`config.mk`:
```
export PLATFORM = sky130hd
export DESIGN_NAME = pcbs_sequencer
export DESIGN_NICKNAME = d
export VERILOG_FILES = /design/src/pcbs_pkg.sv /design/src/pcbs_sequencer.sv
export SDC_FILE = /design/constraint.sdc
export NUM_CORES = 1
export LEC_CHECK = 0
export ABC_CLOCK_PERIOD_IN_PS = 5400
export BUFFER_PORTS_ARGS = -buffer_cell sky130_fd_sc_hd__buf_2
export CORE_ASPECT_RATIO = 0.5
export CORE_MARGIN = 5
export CORE_UTILIZATION = 55
export DETAILED_ROUTE_END_ITERATION = 8
export PLACE_DENSITY = 0.86
export SKIP_CTS_REPAIR_TIMING = 1
export SYNTH_ARGS = -nofsm -noshare
export SYNTH_HDL_FRONTEND = slang
export SYNTH_SLANG_ARGS = --single-unit
```
`constraint.sdc`:
```
create_clock -name ref_clk -period 5.4 [get_ports ref_clk]
set_input_delay 0.27 -clock ref_clk [delete_from_list [all_inputs] [get_ports ref_clk]]
set_output_delay 0.27 -clock ref_clk [all_outputs]
set_load 0.01 [all_outputs]
```
`src/pcbs_pkg.sv`:
```
package pcbs_pkg;
   // ************************************************************
   // Address widths and fixed locations
   // ************************************************************
   localparam int PC_W = 17;
   localparam int RAM_AW = 16;
   localparam int RAM_DW = 9;
   localparam logic [16:0] RESET_VEC_LOW = 17'h00000;
   localparam logic [16:0] RESET_VEC_ALT = 17'h01e00;
   localparam logic [16:0] IRQ_VEC_BASE = 17'h00003;
   localparam logic [16:0] IRQ_VEC_STEP = 17'h00008;
   localparam int IRQ_NUM = 10;
   localparam logic [15:0] ACC_ADDR = 16'hfe00;
   localparam logic [15:0] RAM9_TOP = 16'hfdff;
   localparam logic [15:0] IND_REG_TOP = 16'h007f;
   localparam logic [7:0] ACC_RESET = 8'h00;
   localparam logic [16:0] OPT_AREA_LO = 17'h01f00;
   localparam logic [16:0] OPT_AREA_HI = 17'h01fff;
   localparam int PSW_NINTH_BIT = 1;

   // ************************************************************
   // Sequencer operations
   // ************************************************************
   typedef enum logic [3:0] {
      PCBS_OP_NONE,
      PCBS_OP_STEP,
      PCBS_OP_BRANCH,
      PCBS_OP_JUMP_ABS,
      PCBS_OP_CALL_ABS,
      PCBS_OP_JUMP_REL,
      PCBS_OP_CALL_REL,
      PCBS_OP_CALL_ACC,
      PCBS_OP_RETURN,
      PCBS_OP_IRQ
   } pcbs_op_type;

   typedef struct packed {
      pcbs_op_type op;
      logic [2:0] nbytes;
      logic [7:0] disp8;
      logic [11:0] disp12;
      logic [16:0] target;
      logic [3:0] irq_idx;
      logic taken;
   } pcbs_cmd_type;

   typedef struct packed {
      logic we;
      logic [15:0] addr;
      logic [8:0] wdata;
   } pcbs_ram_req_type;
endpackage : pcbs_pkg

```
`src/pcbs_sequencer.sv`:
```
// The implementer's own choice: the strobed register port.
`timescale 1ns/1ps
// Contract
// [RQ1] Instruction address is 17 bits plus a separate bank flag.
// [RQ2] Plain instructions advance by byte count, bank unchanged.
// [RQ3] Reset loads bank 0 and start 00000H or 01E00H by option.
// [RQ4] Accepted interrupt loads its bank 0 vector, eight bytes apart.
// [RQ5] Taken conditional branch: next address plus signed 8-bit displacement.
// [RQ6] Return takes high bits from stack top, low and bank below.
// [RQ7] Software changes bank only by pushing target then returning.
// [RQ8] Bank 0 01F00H to 01FFFH is option data, no code.
// [RQ9] Table lookup pair is 17 bits, confined to current bank.
// [RQ10] Data RAM below FE00H is nine bits, ninth bit via status bit 1.
// [RQ11] RAM 0000H to 007FH forms 64 two-byte indirect registers.
// [RQ12] Call pushes bank and low byte at +1, high nine at +2.
// [RQ13] Eight-bit accumulator at FE00H, cleared by reset.
// [RQ14] Absolute, relative and accumulator-indexed jumps and calls keep bank; there is no accumulator-indexed jump, only the call.
module pcbs_sequencer import pcbs_pkg::*; #(
   parameter bit HAS_START_OPTION = 1'b1
) (
   input wire logic ref_clk, // Core clock
   input wire logic rst_b, // Asynchronous reset, active low
   input wire logic clk_en, // Freezes all state when low
   input wire logic start_opt, // Stored start option: 1 selects alternate start
   input wire pcbs_cmd_type cmd, // Sequencing command, one per cycle
   input wire logic [8:0] ram_rdata, // Stack RAM word, valid one cycle after read
   input wire logic [5:0] lookup_reg, // Indirect register index for lookup
   input wire logic [15:0] bus_addr, // Register bus address
   input wire logic [7:0] bus_wdata, // Register bus write data
   input wire logic bus_wr, // Register bus write strobe
   input wire logic bus_rd, // Register bus read strobe
   input wire logic [16:0] lookup_pair, // Nine high plus eight low pair bits
   output logic [7:0] bus_rdata, // Read data, cycle after read strobe
   output logic [16:0] pc, // Instruction address
   output logic bank_flag, // Current bank
   output pcbs_ram_req_type ram_req, // Stack RAM request
   output logic ram_rd, // Stack RAM read strobe
   output logic busy, // Multi-cycle push or pop in progress
   output logic [17:0] rom_lookup_addr, // Bank plus 17-bit lookup address
   output logic [15:0] lookup_ram_addr, // RAM address of the lookup pair low byte
   output logic [7:0] accumulator // Accumulator contents
);
   // ************************************************************
   // State
   // ************************************************************
   typedef enum logic [2:0] {
      ST_IDLE,
      ST_PUSH_LOW,
      ST_PUSH_HIGH,
      ST_POP_HIGH,
      ST_POP_LOW,
      ST_POP_DONE
   } pcbs_state_type;

   pcbs_state_type state_r;
   logic [16:0] pc_r;
   logic bank_r;
   logic [15:0] sp_r;
   logic [16:0] ret_addr_r;
   logic [16:0] tgt_r;
   logic [8:0] high_r;
   logic [7:0] acc_r;
   logic [7:0] rdata_r;
   pcbs_ram_req_type req_r;
   logic rd_r;
   logic [17:0] look_r;
   logic [15:0] look_ram_r;
   logic [16:0] pc_nxt;
   logic [16:0] vec_tab [IRQ_NUM];
   logic busy_r;
   logic irq_bank_clr_r;
   logic start_done_r;

   // Elaboration guard: the stack frame layout assumes a 17-bit address
   if (PC_W != 17) begin : g_width_check
      $error("Program counter width must be 17");
   end

   // ************************************************************
   // Interrupt vector table
   // ************************************************************
   genvar gi;
   generate
      for (gi = 0; gi < IRQ_NUM; gi++) begin : g_vec
         assign vec_tab[gi] = IRQ_VEC_BASE + 17'(gi) * IRQ_VEC_STEP; // RQ4
      end
   endgenerate

   // ************************************************************
   // Next address
   // ************************************************************
   always_comb begin
      pc_nxt = pc_r + 17'(cmd.nbytes); // RQ2
      case (cmd.op)
         PCBS_OP_BRANCH: begin
            if (cmd.taken) begin
               pc_nxt = pc_r + 17'(cmd.nbytes) + {{9{cmd.disp8[7]}}, cmd.disp8}; // RQ5
            end
         end
         PCBS_OP_JUMP_ABS, PCBS_OP_CALL_ABS: pc_nxt = cmd.target; // RQ14
         PCBS_OP_JUMP_REL, PCBS_OP_CALL_REL: begin
            pc_nxt = pc_r + 17'h00002 + {{5{cmd.disp12[11]}}, cmd.disp12}; // RQ14
         end
         PCBS_OP_CALL_ACC: pc_nxt = pc_r + 17'h00001 + {9'h000, acc_r}; // RQ14
         default: pc_nxt = pc_r + 17'(cmd.nbytes);
      endcase
   end

   // ************************************************************
   // Program counter and stack sequencing
   // ************************************************************
   always_ff @(posedge ref_clk or negedge rst_b) begin
      if (!rst_b) begin
         state_r <= ST_IDLE;
         pc_r <= RESET_VEC_LOW;
         bank_r <= 1'b0;
         sp_r <= 16'h0000;
         ret_addr_r <= 17'h00000;
         tgt_r <= 17'h00000;
         high_r <= 9'h000;
         req_r <= '0;
         rd_r <= 1'b0;
         busy_r <= 1'b0;
      end else if (clk_en) begin
         req_r.we <= 1'b0;
         rd_r <= 1'b0;
         case (state_r)
            ST_IDLE: begin
               case (cmd.op)
                  PCBS_OP_NONE: pc_r <= pc_r;
                  PCBS_OP_CALL_ABS, PCBS_OP_CALL_REL, PCBS_OP_CALL_ACC: begin
                     ret_addr_r <= pc_r + 17'(cmd.nbytes);
                     tgt_r <= pc_nxt;
                     busy_r <= 1'b1;
                     state_r <= ST_PUSH_LOW;
                  end
                  PCBS_OP_IRQ: begin
                     ret_addr_r <= pc_r;
                     // Unused indices fall back to the first vector, never to X
                     if (cmd.irq_idx < 4'(IRQ_NUM)) begin
                        tgt_r <= vec_tab[cmd.irq_idx]; // RQ4
                     end else begin
                        tgt_r <= vec_tab[0];
                     end
                     busy_r <= 1'b1;
                     state_r <= ST_PUSH_LOW;
                  end
                  PCBS_OP_RETURN: begin
                     req_r.addr <= sp_r; // RQ6
                     rd_r <= 1'b1;
                     busy_r <= 1'b1;
                     state_r <= ST_POP_HIGH;
                  end
                  default: pc_r <= pc_nxt; // RQ2 RQ5 RQ14
               endcase
            end
            ST_PUSH_LOW: begin
               req_r <= '{we: 1'b1, addr: sp_r + 16'h0001,
                          wdata: {bank_r, ret_addr_r[7:0]}}; // RQ12 RQ10
               state_r <= ST_PUSH_HIGH;
            end
            ST_PUSH_HIGH: begin
               req_r <= '{we: 1'b1, addr: sp_r + 16'h0002, wdata: ret_addr_r[16:8]}; // RQ12
               sp_r <= sp_r + 16'h0002; // RQ12
               pc_r <= tgt_r;
               // Vectors live in bank 0; the old bank is already in the low word
               if (irq_bank_clr_r) begin
                  bank_r <= 1'b0; // RQ4
               end
               busy_r <= 1'b0;
               state_r <= ST_IDLE;
            end
            ST_POP_HIGH: begin
               req_r.addr <= sp_r - 16'h0001;
               rd_r <= 1'b1;
               state_r <= ST_POP_LOW;
            end
            ST_POP_LOW: begin
               high_r <= ram_rdata; // RQ6
               state_r <= ST_POP_DONE;
            end
            ST_POP_DONE: begin
               pc_r <= {high_r, ram_rdata[7:0]}; // RQ6
               bank_r <= ram_rdata[8]; // RQ6 RQ7
               sp_r <= sp_r - 16'h0002;
               busy_r <= 1'b0;
               state_r <= ST_IDLE;
            end
            default: begin
               busy_r <= 1'b0;
               state_r <= ST_IDLE;
            end
         endcase
         // First enabled cycle after reset: the stored option picks the start
         if (!start_done_r) begin
            pc_r <= (HAS_START_OPTION && start_opt) ? RESET_VEC_ALT : RESET_VEC_LOW; // RQ3
         end
      end
   end

   // Remembers an interrupt entry until its push frame completes
   always_ff @(posedge ref_clk or negedge rst_b) begin
      if (!rst_b) begin
         irq_bank_clr_r <= 1'b0;
      end else if (clk_en) begin
         if (state_r == ST_IDLE) begin
            irq_bank_clr_r <= (cmd.op == PCBS_OP_IRQ);
         end
      end
   end

   // ************************************************************
   // Reset start address, caught after release
   // ************************************************************
   // The option is static storage, so one look after reset is enough
   always_ff @(posedge ref_clk or negedge rst_b) begin
      if (!rst_b) begin
         start_done_r <= 1'b0;
      end else if (clk_en) begin
         start_done_r <= 1'b1; // RQ3
      end
   end

   // ************************************************************
   // Lookup address and accumulator register
   // ************************************************************
   always_ff @(posedge ref_clk or negedge rst_b) begin
      if (!rst_b) begin
         look_r <= 18'h00000;
         look_ram_r <= 16'h0000;
      end else if (clk_en) begin
         look_r <= {bank_r, lookup_pair}; // RQ9
         look_ram_r <= {9'h000, lookup_reg, 1'b0} & IND_REG_TOP; // RQ11
      end
   end

   always_ff @(posedge ref_clk or negedge rst_b) begin
      if (!rst_b) begin
         acc_r <= ACC_RESET; // RQ13
         rdata_r <= 8'h00;
      end else if (clk_en) begin
         if (bus_wr && bus_addr == ACC_ADDR) begin
            acc_r <= bus_wdata; // RQ13
         end
         rdata_r <= (bus_rd && bus_addr == ACC_ADDR) ? acc_r : 8'h00;
      end
   end

   // ************************************************************
   // Outputs
   // ************************************************************
   logic [16:0] pc_out_r;
   logic bank_out_r;
   always_ff @(posedge ref_clk or negedge rst_b) begin
      if (!rst_b) begin
         pc_out_r <= RESET_VEC_LOW;
         bank_out_r <= 1'b0;
      end else if (clk_en) begin
         pc_out_r <= pc_r;
         bank_out_r <= bank_r;
      end
   end

   assign pc = pc_out_r; // RQ1
   assign bank_flag = bank_out_r;
   assign ram_req = req_r;
   assign ram_rd = rd_r;
   assign busy = busy_r;
   assign rom_lookup_addr = look_r;
   assign lookup_ram_addr = look_ram_r;
   assign accumulator = acc_r;
   assign bus_rdata = rdata_r;

   // ************************************************************
   // Assertions
   // ************************************************************
   a_start_address: assert property ( // RQ3
      @(posedge ref_clk) disable iff (!rst_b)
      (clk_en && !start_done_r) |=>
         (pc_r == ((HAS_START_OPTION && $past(start_opt)) ? RESET_VEC_ALT : RESET_VEC_LOW)
          && !bank_r)
   ) else $error("start address or bank wrong after reset");

   a_step_advance: assert property ( // RQ2
      @(posedge ref_clk) disable iff (!rst_b)
      (clk_en && start_done_r && state_r == ST_IDLE && cmd.op == PCBS_OP_STEP) |=>
         (pc_r == $past(pc_r) + 17'($past(cmd.nbytes)) && $stable(bank_r))
   ) else $error("plain step did not advance by its byte count");

   a_branch_bank: assert property ( // RQ5 RQ14
      @(posedge ref_clk) disable iff (!rst_b)
      (clk_en && state_r == ST_IDLE
       && cmd.op inside {PCBS_OP_BRANCH, PCBS_OP_JUMP_ABS, PCBS_OP_JUMP_REL}) |=> $stable(bank_r)
   ) else $error("branch or jump changed the bank");

   a_call_target: assert property ( // RQ14
      @(posedge ref_clk) disable iff (!rst_b)
      (clk_en && state_r == ST_PUSH_HIGH && !irq_bank_clr_r) |=>
         (pc_r == $past(tgt_r) && $stable(bank_r))
   ) else $error("call did not load its target in the same bank");

   a_irq_bank_zero: assert property ( // RQ4
      @(posedge ref_clk) disable iff (!rst_b)
      (clk_en && state_r == ST_PUSH_HIGH && irq_bank_clr_r) |=>
         (pc_r == $past(tgt_r) && !bank_r)
   ) else $error("interrupt entry did not land on its bank 0 vector");

   a_push_low_word: assert property ( // RQ12
      @(posedge ref_clk) disable iff (!rst_b)
      (clk_en && state_r == ST_PUSH_LOW) |=> (ram_req.we && ram_req.addr == sp_r + 16'h0001
         && ram_req.wdata == {bank_r, ret_addr_r[7:0]})
   ) else $error("bank and low address byte not written at stack plus one");

   a_push_high_word: assert property ( // RQ12
      @(posedge ref_clk) disable iff (!rst_b)
      (clk_en && state_r == ST_PUSH_HIGH) |=> (ram_req.we && ram_req.addr == sp_r
         && ram_req.wdata == ret_addr_r[16:8] && sp_r == $past(sp_r) + 16'h0002)
   ) else $error("high address bits not written at stack plus two");

   a_return_restore: assert property ( // RQ6
      @(posedge ref_clk) disable iff (!rst_b)
      (clk_en && state_r == ST_POP_DONE) |=>
         ({bank_r, pc_r[7:0]} == $past(ram_rdata) && pc_r[16:8] == high_r)
   ) else $error("return did not restore address and bank from the stack");

   a_acc_write: assert property ( // RQ13
      @(posedge ref_clk) disable iff (!rst_b)
      (clk_en && bus_wr && bus_addr == ACC_ADDR) |=> (accumulator == $past(bus_wdata))
   ) else $error("accumulator write lost");

   a_lookup_bank: assert property ( // RQ9
      @(posedge ref_clk) disable iff (!rst_b)
      clk_en |=> (rom_lookup_addr == {$past(bank_r), $past(lookup_pair)})
   ) else $error("table lookup address left the current bank");

   a_stack_nine_bit: assert property ( // RQ10
      @(posedge ref_clk) disable iff (!rst_b)
      ram_req.we |-> (ram_req.addr <= RAM9_TOP)
   ) else $error("stack write outside the nine-bit RAM area");

   // Main scenarios
   c_call_entry: cover property (
      @(posedge ref_clk) disable iff (!rst_b)
      clk_en && state_r == ST_PUSH_HIGH && !irq_bank_clr_r
   );

   c_irq_entry: cover property (
      @(posedge ref_clk) disable iff (!rst_b)
      clk_en && state_r == ST_PUSH_HIGH && irq_bank_clr_r
   );

   c_bank_switch: cover property (
      @(posedge ref_clk) disable iff (!rst_b)
      clk_en && state_r == ST_POP_DONE && ram_rdata[8]
   );

   c_alt_start: cover property (
      @(posedge ref_clk) disable iff (!rst_b)
      clk_en && !start_done_r && start_opt
   );
endmodule : pcbs_sequencer

```
==> results of run 1 <==
==> cell usage after synthesis, types with 12 or more instances <==
master | n | area share, %
nand4_1 | 18 | 1.0
nand3_1 | 25 | 1.1
o22ai_1 | 12 | 0.68
a22o_1 | 15 | 1.2
mux2_2 | 62 | 6.3
nor2b_1 | 12 | 0.68
a21oi_1 | 61 | 2.8
a211oi_1 | 14 | 0.95
xor2_1 | 39 | 3.1
xnor2_1 | 47 | 3.7
nand2_1 | 150 | 5.1
ha_1 | 61 | 6.9
mux2i_1 | 16 | 1.5
a21o_1 | 13 | 0.89
dfrtp_1 | 166 | 38
clkbuf_1 | 56 | 1.9
nor3_1 | 21 | 0.95
and3_1 | 14 | 0.80
buf_4 | 12 | 0.82
nor2_1 | 70 | 2.4
o21ai_0 | 122 | 5.5
inv_1 | 41 | 1.4
==> sequential cells by signal, summed over array words and instances (netlist names), 3 cells and up <==
name / flops
ret_addr_r: 17
pc: 17
rom_lookup_addr: 18
pc_r: 17
tgt_r: 17
lookup_ram_addr: 6
high_r: 9
bus_rdata: 8
ram_req: 26
accumulator: 8
sp_r: 15
state_r: 3
==> worst max-delay path by stage <==
stage                              from              endpoint  cells past startpoint
finish              pc_r[0]$_DFFE_PN0P_  pc_r[14]$_DFFE_PN0P_                     15
global route        pc_r[0]$_DFFE_PN0P_  pc_r[14]$_DFFE_PN0P_                     14
CTS                 pc_r[0]$_DFFE_PN0P_  pc_r[14]$_DFFE_PN0P_                     15
detailed placement  pc_r[0]$_DFFE_PN0P_  pc_r[14]$_DFFE_PN0P_                     15
global placement    pc_r[1]$_DFFE_PN0P_  tgt_r[9]$_DFFE_PN0P_                     12
floorplan           pc_r[0]$_DFFE_PN0P_  pc_r[16]$_DFFE_PN0P_                     15
==> layout make-up <==
class | count | area (um2) | area share, %
multi-input combinational | 939 | 6390 | 50.3
sequential | 166 | 4150 | 32.7
timing repair buffer | 207 | 1070 | 8.43
clock buffer | 19 | 443 | 3.48
tap | 266 | 333 | 2.62
clock inverter | 13 | 164 | 1.29
inverter | 42 | 158 | 1.24
==> cell usage in the layout (no fill, tap or decap), drive strengths merged, types with 15 or more instances in the layout <==
cell      n
nor3     22
buf     206
clkbuf   19
xor2     39
xnor2    47
nand4    19
dfrtp   166
mux2     62
nor2     70
inv      47
o21ai   125
a21oi    62
and3     15
a22o     15
nand2   150
mux2i    16
nand3    25
ha       61
==> critical path, stage by stage (launching register included) <==
cell and delay [ns]:
dfrtp_1 0.41, ha_1 0.26, fa_1 0.24, a21o_1 0.17
nand3_1 0.20, nor3_1 0.73, xor2_1 0.23, ha_1 0.45
nand4_1 0.14, a2111oi_0 0.39, o31ai_1 0.19, nand2_1 0.12
a211oi_1 0.09, a2111oi_0 0.56, nor4_1 0.16, o21ai_0 0.17
==> per-layer routing <==
| layer | part of all wire (%) | up-vias |
|---|---|---|
| li1 | - | 4674 |
| met1 | 41 | 4959 |
| met2 | 45 | 571 |
| met3 | 11 | 88 |
| met4 | 2.9 | 0 |
| met5 | 0 | - |
==> power groups by stage <==
stage	Clock (mW)	Sequential, mW	Combinational [mW]
floorplan	0	1.93	2.14
global placement	0	2.13	2.77
detailed placement	0	2.15	2.84
CTS	1.28	2.14	2.88
global route	1.33	2.21	3.21
finish	1.27	2.17	2.93
==> kinds of logic after synthesis <==
kind of cell	count (synthesis)	synth area share [%]
and+or+nand+nor	366	15.7
AOI/OAI and AO/OA	334	19.5
DFF	166	37.7
buffers and inverters	126	4.83
xor gates and xnor gates	86	6.84
muxes	78	7.79
adders and majority gates	65	7.66
other	1	0.0340
==> stage by stage <==
| step | hold WS (ns) | instance area [um2] |
|---|---|---|
| after floorplan | -0.0256 | 11000 |
| after global placement | 0.0929 | 12100 |
| after detailed placement | 0.0947 | 12100 |
| after CTS | -0.371 | 12700 |
| after global routing | 0.0541 | 12700 |
| final | 0.0632 | 12700 |
==> impl_metrics.json, run 1 <==
{
  "status": "complete, no violations",
  "async_flop_share_pct": 100,
  "synth_edf_count": 0,
  "rr_startpoint": "pc_r[0]$_DFFE_PN0P_",
  "die_w_um": 210,
  "dp_hpwl_mm": 27.0,
  "synth.yosys.seq_area_share_pct": 37.7,
  "rsz0062_at_grt": "no",
  "setup_tns_ns": 0,
  "irDropWorstVdd_mv": 0.254,
  "worst_hold_path.num_cells": 2,
  "pwr-share-comb_pct": 46.0,
  "start_kind": "register",
  "synthCells": 1222,
  "dieHeight_um": 110,
  "vias_per_cell": 6.23,
  "hold_start": "lookup_pair[0]",
  "synthToLayoutAreaGrowth_pct": 15.4,
  "pwr-share-seq_pct": 34.0,
  "core_mm2": 0.0195,
  "drv_slew": 0,
  "layout-drive-gt1-share_pct": 23.2,
  "start_util_pct": 56.3,
  "grt_max_degree": 82,
  "routedWlPerCell_um": 22.0,
  "p_int_mw": 3.56,
  "clkTransAtPathRegs_ns": 0.07,
  "cts.sinks": 166,
  "numPortBuffers": 196,
  "fill_cells": 1614,
  "grt_use_met2_pct": 48.1,
  "min_to": "rom_lookup_addr[0]$_DFFE_PN0P_",
  "grt_pass1_wl_mm": 55.8,
  "ys.flop_type": "dfrtp_1",
  "setup_ws_ns": 0.797,
  "htreeDepth": 4,
  "worst_pin_slew_ns": 1.24,
  "setup_viol": 0,
  "leakagePower_nw": 5.88,
  "finalCritPeriodShare_pct": 85.2,
  "path_max_fanout": 6,
  "avgSynthCellArea_um2": 9.01,
  "ys_seq_elements": 166,
  "critPathKind": "reg2reg",
  "slew_headroom_pct": 16.8,
  "p_sw_share_pct": 44.1,
  "drt_iter0_drc": 1227,
  "routed_wl_mm": 36.3,
  "switching_power_mw": 2.81,
  "grt-busiest-layer": "met2",
  "clock_skew_ns": 0.0129,
  "clock_path_buffers": 2,
  "globalplace.congestion": 1.01,
  "antenna_found_initial": 0,
  "reg2reg_to": "pc_r[14]$_DFFE_PN0P_",
  "required_ns": 5.75,
  "hold_class": "in2reg",
  "finalHoldViolCount": 0,
  "reg2reg_depth": 15,
  "grt-ovfl-total": 0,
  "power_density_mw_per_mm2": 501,
  "fin_nets": 1549,
  "arrival_ns": 4.96,
  "synth_cell_types": 73,
  "period_needed_ns": 4.60,
  "total_power_mw": 6.37,
  "vias": 10300,
  "clockRootBuffer": "clkbuf_16",
  "clk_latency_ns": 0.44,
  "final_antenna_net_count": 0,
  "final_core_util_pct": 65.0,
  "fmax_ghz": 0.217,
  "cts_tree": "built",
  "met3_usage_pct": 8.26,
  "numPlacedInstances": 1619,
  "instances_no_fill": 1652,
  "rows": 36,
  "antenna_cells": 0,
  "drv_cap": 0,
  "use_met1_pct": 43.1,
  "numCtsBuffers": 17,
  "critPathCaptureType": "register",
  "ys_warn_count": 0,
  "drtPass1Iterations": 7,
  "grt_pass1_vias": 9922,
  "die-area_mm2": 0.0231,
  "syn_area_mm2": 0.0110,
  "groute.usage.overall_pct": 31.1,
  "rrSetupSlack_ns": 0.80,
  "drt_drc_violations_left": 0,
  "dp_slack_ns": 1.10,
  "clockPowerShare_pct": 20.0,
  "ios": 207
}
(Power assumes the default switching activity.)
==> run 2, diff against run 1 <==
--- a/config.mk
+++ b/config.mk
@@ -11,7 +11,8 @@
 export CORE_MARGIN = 5
 export CORE_UTILIZATION = 55
 export DETAILED_ROUTE_END_ITERATION = 8
-export PLACE_DENSITY = 0.86
+export PLACE_DENSITY = 0.75
+export SETUP_SLACK_MARGIN = 0.2
 export SKIP_CTS_REPAIR_TIMING = 1
 export SYNTH_ARGS = -nofsm -noshare
 export SYNTH_HDL_FRONTEND = slang
==> impl_metrics.json, run 2 (synthesized netlist as in run 1, its figures left out) <==
{
  "status": "complete, but fails checks",
  "violations": "negative hold slack",
  "largest_register_ffs": 26,
  "clock_skew_ns": 0.00966,
  "start_util_pct": 56.3,
  "numPlacedInstances": 1620,
  "p_int_mw": 3.58,
  "period_needed_ns": 4.61,
  "finalHoldViolCount": 97,
  "whs_ns": -0.0473,
  "final_common_cell": "buf_2",
  "antenna_found_initial": 0,
  "clock_path_buffers": 2,
  "grt_pass1_vias": 9759,
  "instances_no_fill": 1653,
  "drtPass1Iterations": 5,
  "pwr-share-seq_pct": 33.6,
  "die-area_mm2": 0.0231,
  "rows": 36,
  "clockRootBuffer": "clkbuf_16",
  "numCtsBuffers": 17,
  "dp_slack_ns": 0.998,
  "drv_slew": 0,
  "leakagePower_nw": 5.90,
  "rsz0062_at_grt": "no",
  "final_core_util_pct": 65.0,
  "dp_hpwl_mm": 28.0,
  "grt_pass1_wl_mm": 56.1,
  "path_max_fanout": 6,
  "slew_headroom_pct": 25.4,
  "worst_pin_slew_ns": 1.12,
  "fmax_ghz": 0.217,
  "drt_drc_violations_left": 0,
  "final_antenna_net_count": 0,
  "cts_tree": "built",
  "grt-ovfl-total": 0,
  "drv_cap": 0,
  "switching_power_mw": 2.79,
  "vias": 10100,
  "final_cell_mix": "buf_2 (195), dfrtp_1 (166), nand2_1 (150)",
  "clockPowerShare_pct": 19.6,
  "fin_nets": 1549,
  "globalplace.congestion": 1.00,
  "die_w_um": 210,
  "routed_wl_mm": 36.7,
  "core_mm2": 0.0195,
  "cts.sinks": 166,
  "vias_per_cell": 6.12,
  "layout-drive-gt1-share_pct": 23.2,
  "finalCritPeriodShare_pct": 85.4,
  "irDropWorstVdd_mv": 0.258,
  "grt_max_degree": 99,
  "critPathKind": "reg2reg",
  "synthToLayoutAreaGrowth_pct": 15.3,
  "arrival_ns": 4.93,
  "clk_latency_ns": 0.43,
  "top_register": "ram_req",
  "numPortBuffers": 196,
  "dieHeight_um": 110,
  "ios": 207,
  "routedWlPerCell_um": 22.2,
  "pwr-share-comb_pct": 46.9,
  "start_kind": "register",
  "setup_ws_ns": 0.789,
  "setup_viol": 0,
  "critPathCaptureType": "register",
  "setup_tns_ns": 0,
  "hold_class": "in2async",
  "p_sw_share_pct": 43.9,
  "power_density_mw_per_mm2": 502,
  "groute.usage.overall_pct": 31.7,
  "clkTransAtPathRegs_ns": 0.07,
  "required_ns": 5.72,
  "htreeDepth": 4,
  "drt_iter0_drc": 1088
}
## run 2: final timing paths
kind                       depth (start not counted)                     from  slack [ns]                               to
setup / recovery                                  13      pc_r[1]$_DFFE_PN0P_        0.79             tgt_r[9]$_DFFE_PN0P_
hold / removal                                     1                    rst_b       -0.05          ram_req[13]$_DFFE_PN0P_
setup reg to reg                                  13      pc_r[1]$_DFFE_PN0P_        0.79             tgt_r[9]$_DFFE_PN0P_
hold reg to reg                                    2  ram_req[20]$_DFFE_PN0P_        0.47          ram_req[20]$_DFFE_PN0P_
max in group asynchronous                          2                    rst_b        4.02            tgt_r[14]$_DFFE_PN0P_
min in group ref_clk                               2          lookup_pair[13]        0.07  rom_lookup_addr[13]$_DFFE_PN0P_
## run 2: power groups by stage
stage               Clock (mW)  Sequential (mW)  Combinational [mW]
finish                    1.25             2.14                2.99
global route              1.32             2.19                3.26
CTS                       1.26             2.12                2.93
detailed placement           0             2.14                2.91
global placement             0             2.12                2.86
floorplan                    0             1.93                2.14
## run 2: layer usage
metal | track usage [%] | vias to the layer above | routed length (um)
met2 | 48.1 | 474 | 16000
met4 | 7.86 | 0 | 696
met3 | 10.4 | 53 | 3790
li1 | - | 4675 | -
met1 | 44.2 | 4918 | 16300
met5 | 0 | - | 0
## run 2: area by class of cell
| class | instances | area (um2) |
|---|---|---|
| Clock inverter | 12 | 144 |
| Fill cell | 1650 | 6850 |
| Clock buffer | 20 | 457 |
| Tap cell | 266 | 333 |
| Inverter | 42 | 158 |
| Timing Repair Buffer | 207 | 1070 |
| Antenna cell | 1 | 2.50 |
| Multi-Input combinational cell | 939 | 6390 |
| Sequential cell | 166 | 4150 |
## run 2: stage by stage
| step | hold slack (ns) | area, um2 | total power [mW] |
|---|---|---|---|
| floorplan | -0.0256 | 11000 | 4.07 |
| global route | 0.0162 | 12700 | 6.76 |
| global placement | 0.434 | 12100 | 4.98 |
| CTS | -0.0270 | 12700 | 6.31 |
| detailed placement | 0.441 | 12100 | 5.05 |
| finish | -0.0473 | 12700 | 6.37 |
## run 2: critical path: stages (launching register included)
cell and delay [ns]:
dfrtp_1 0.49, ha_1 0.34, a211oi_1 0.59, nor2_1 0.22, and3_1 0.25, xor2_1 0.16
ha_1 0.22, nor2_1 0.24, nand4_1 0.25, a2111oi_0 0.48, nor4b_1 0.10, a2111oi_1 0.79
a21oi_1 0.15, a22o_1 0.23
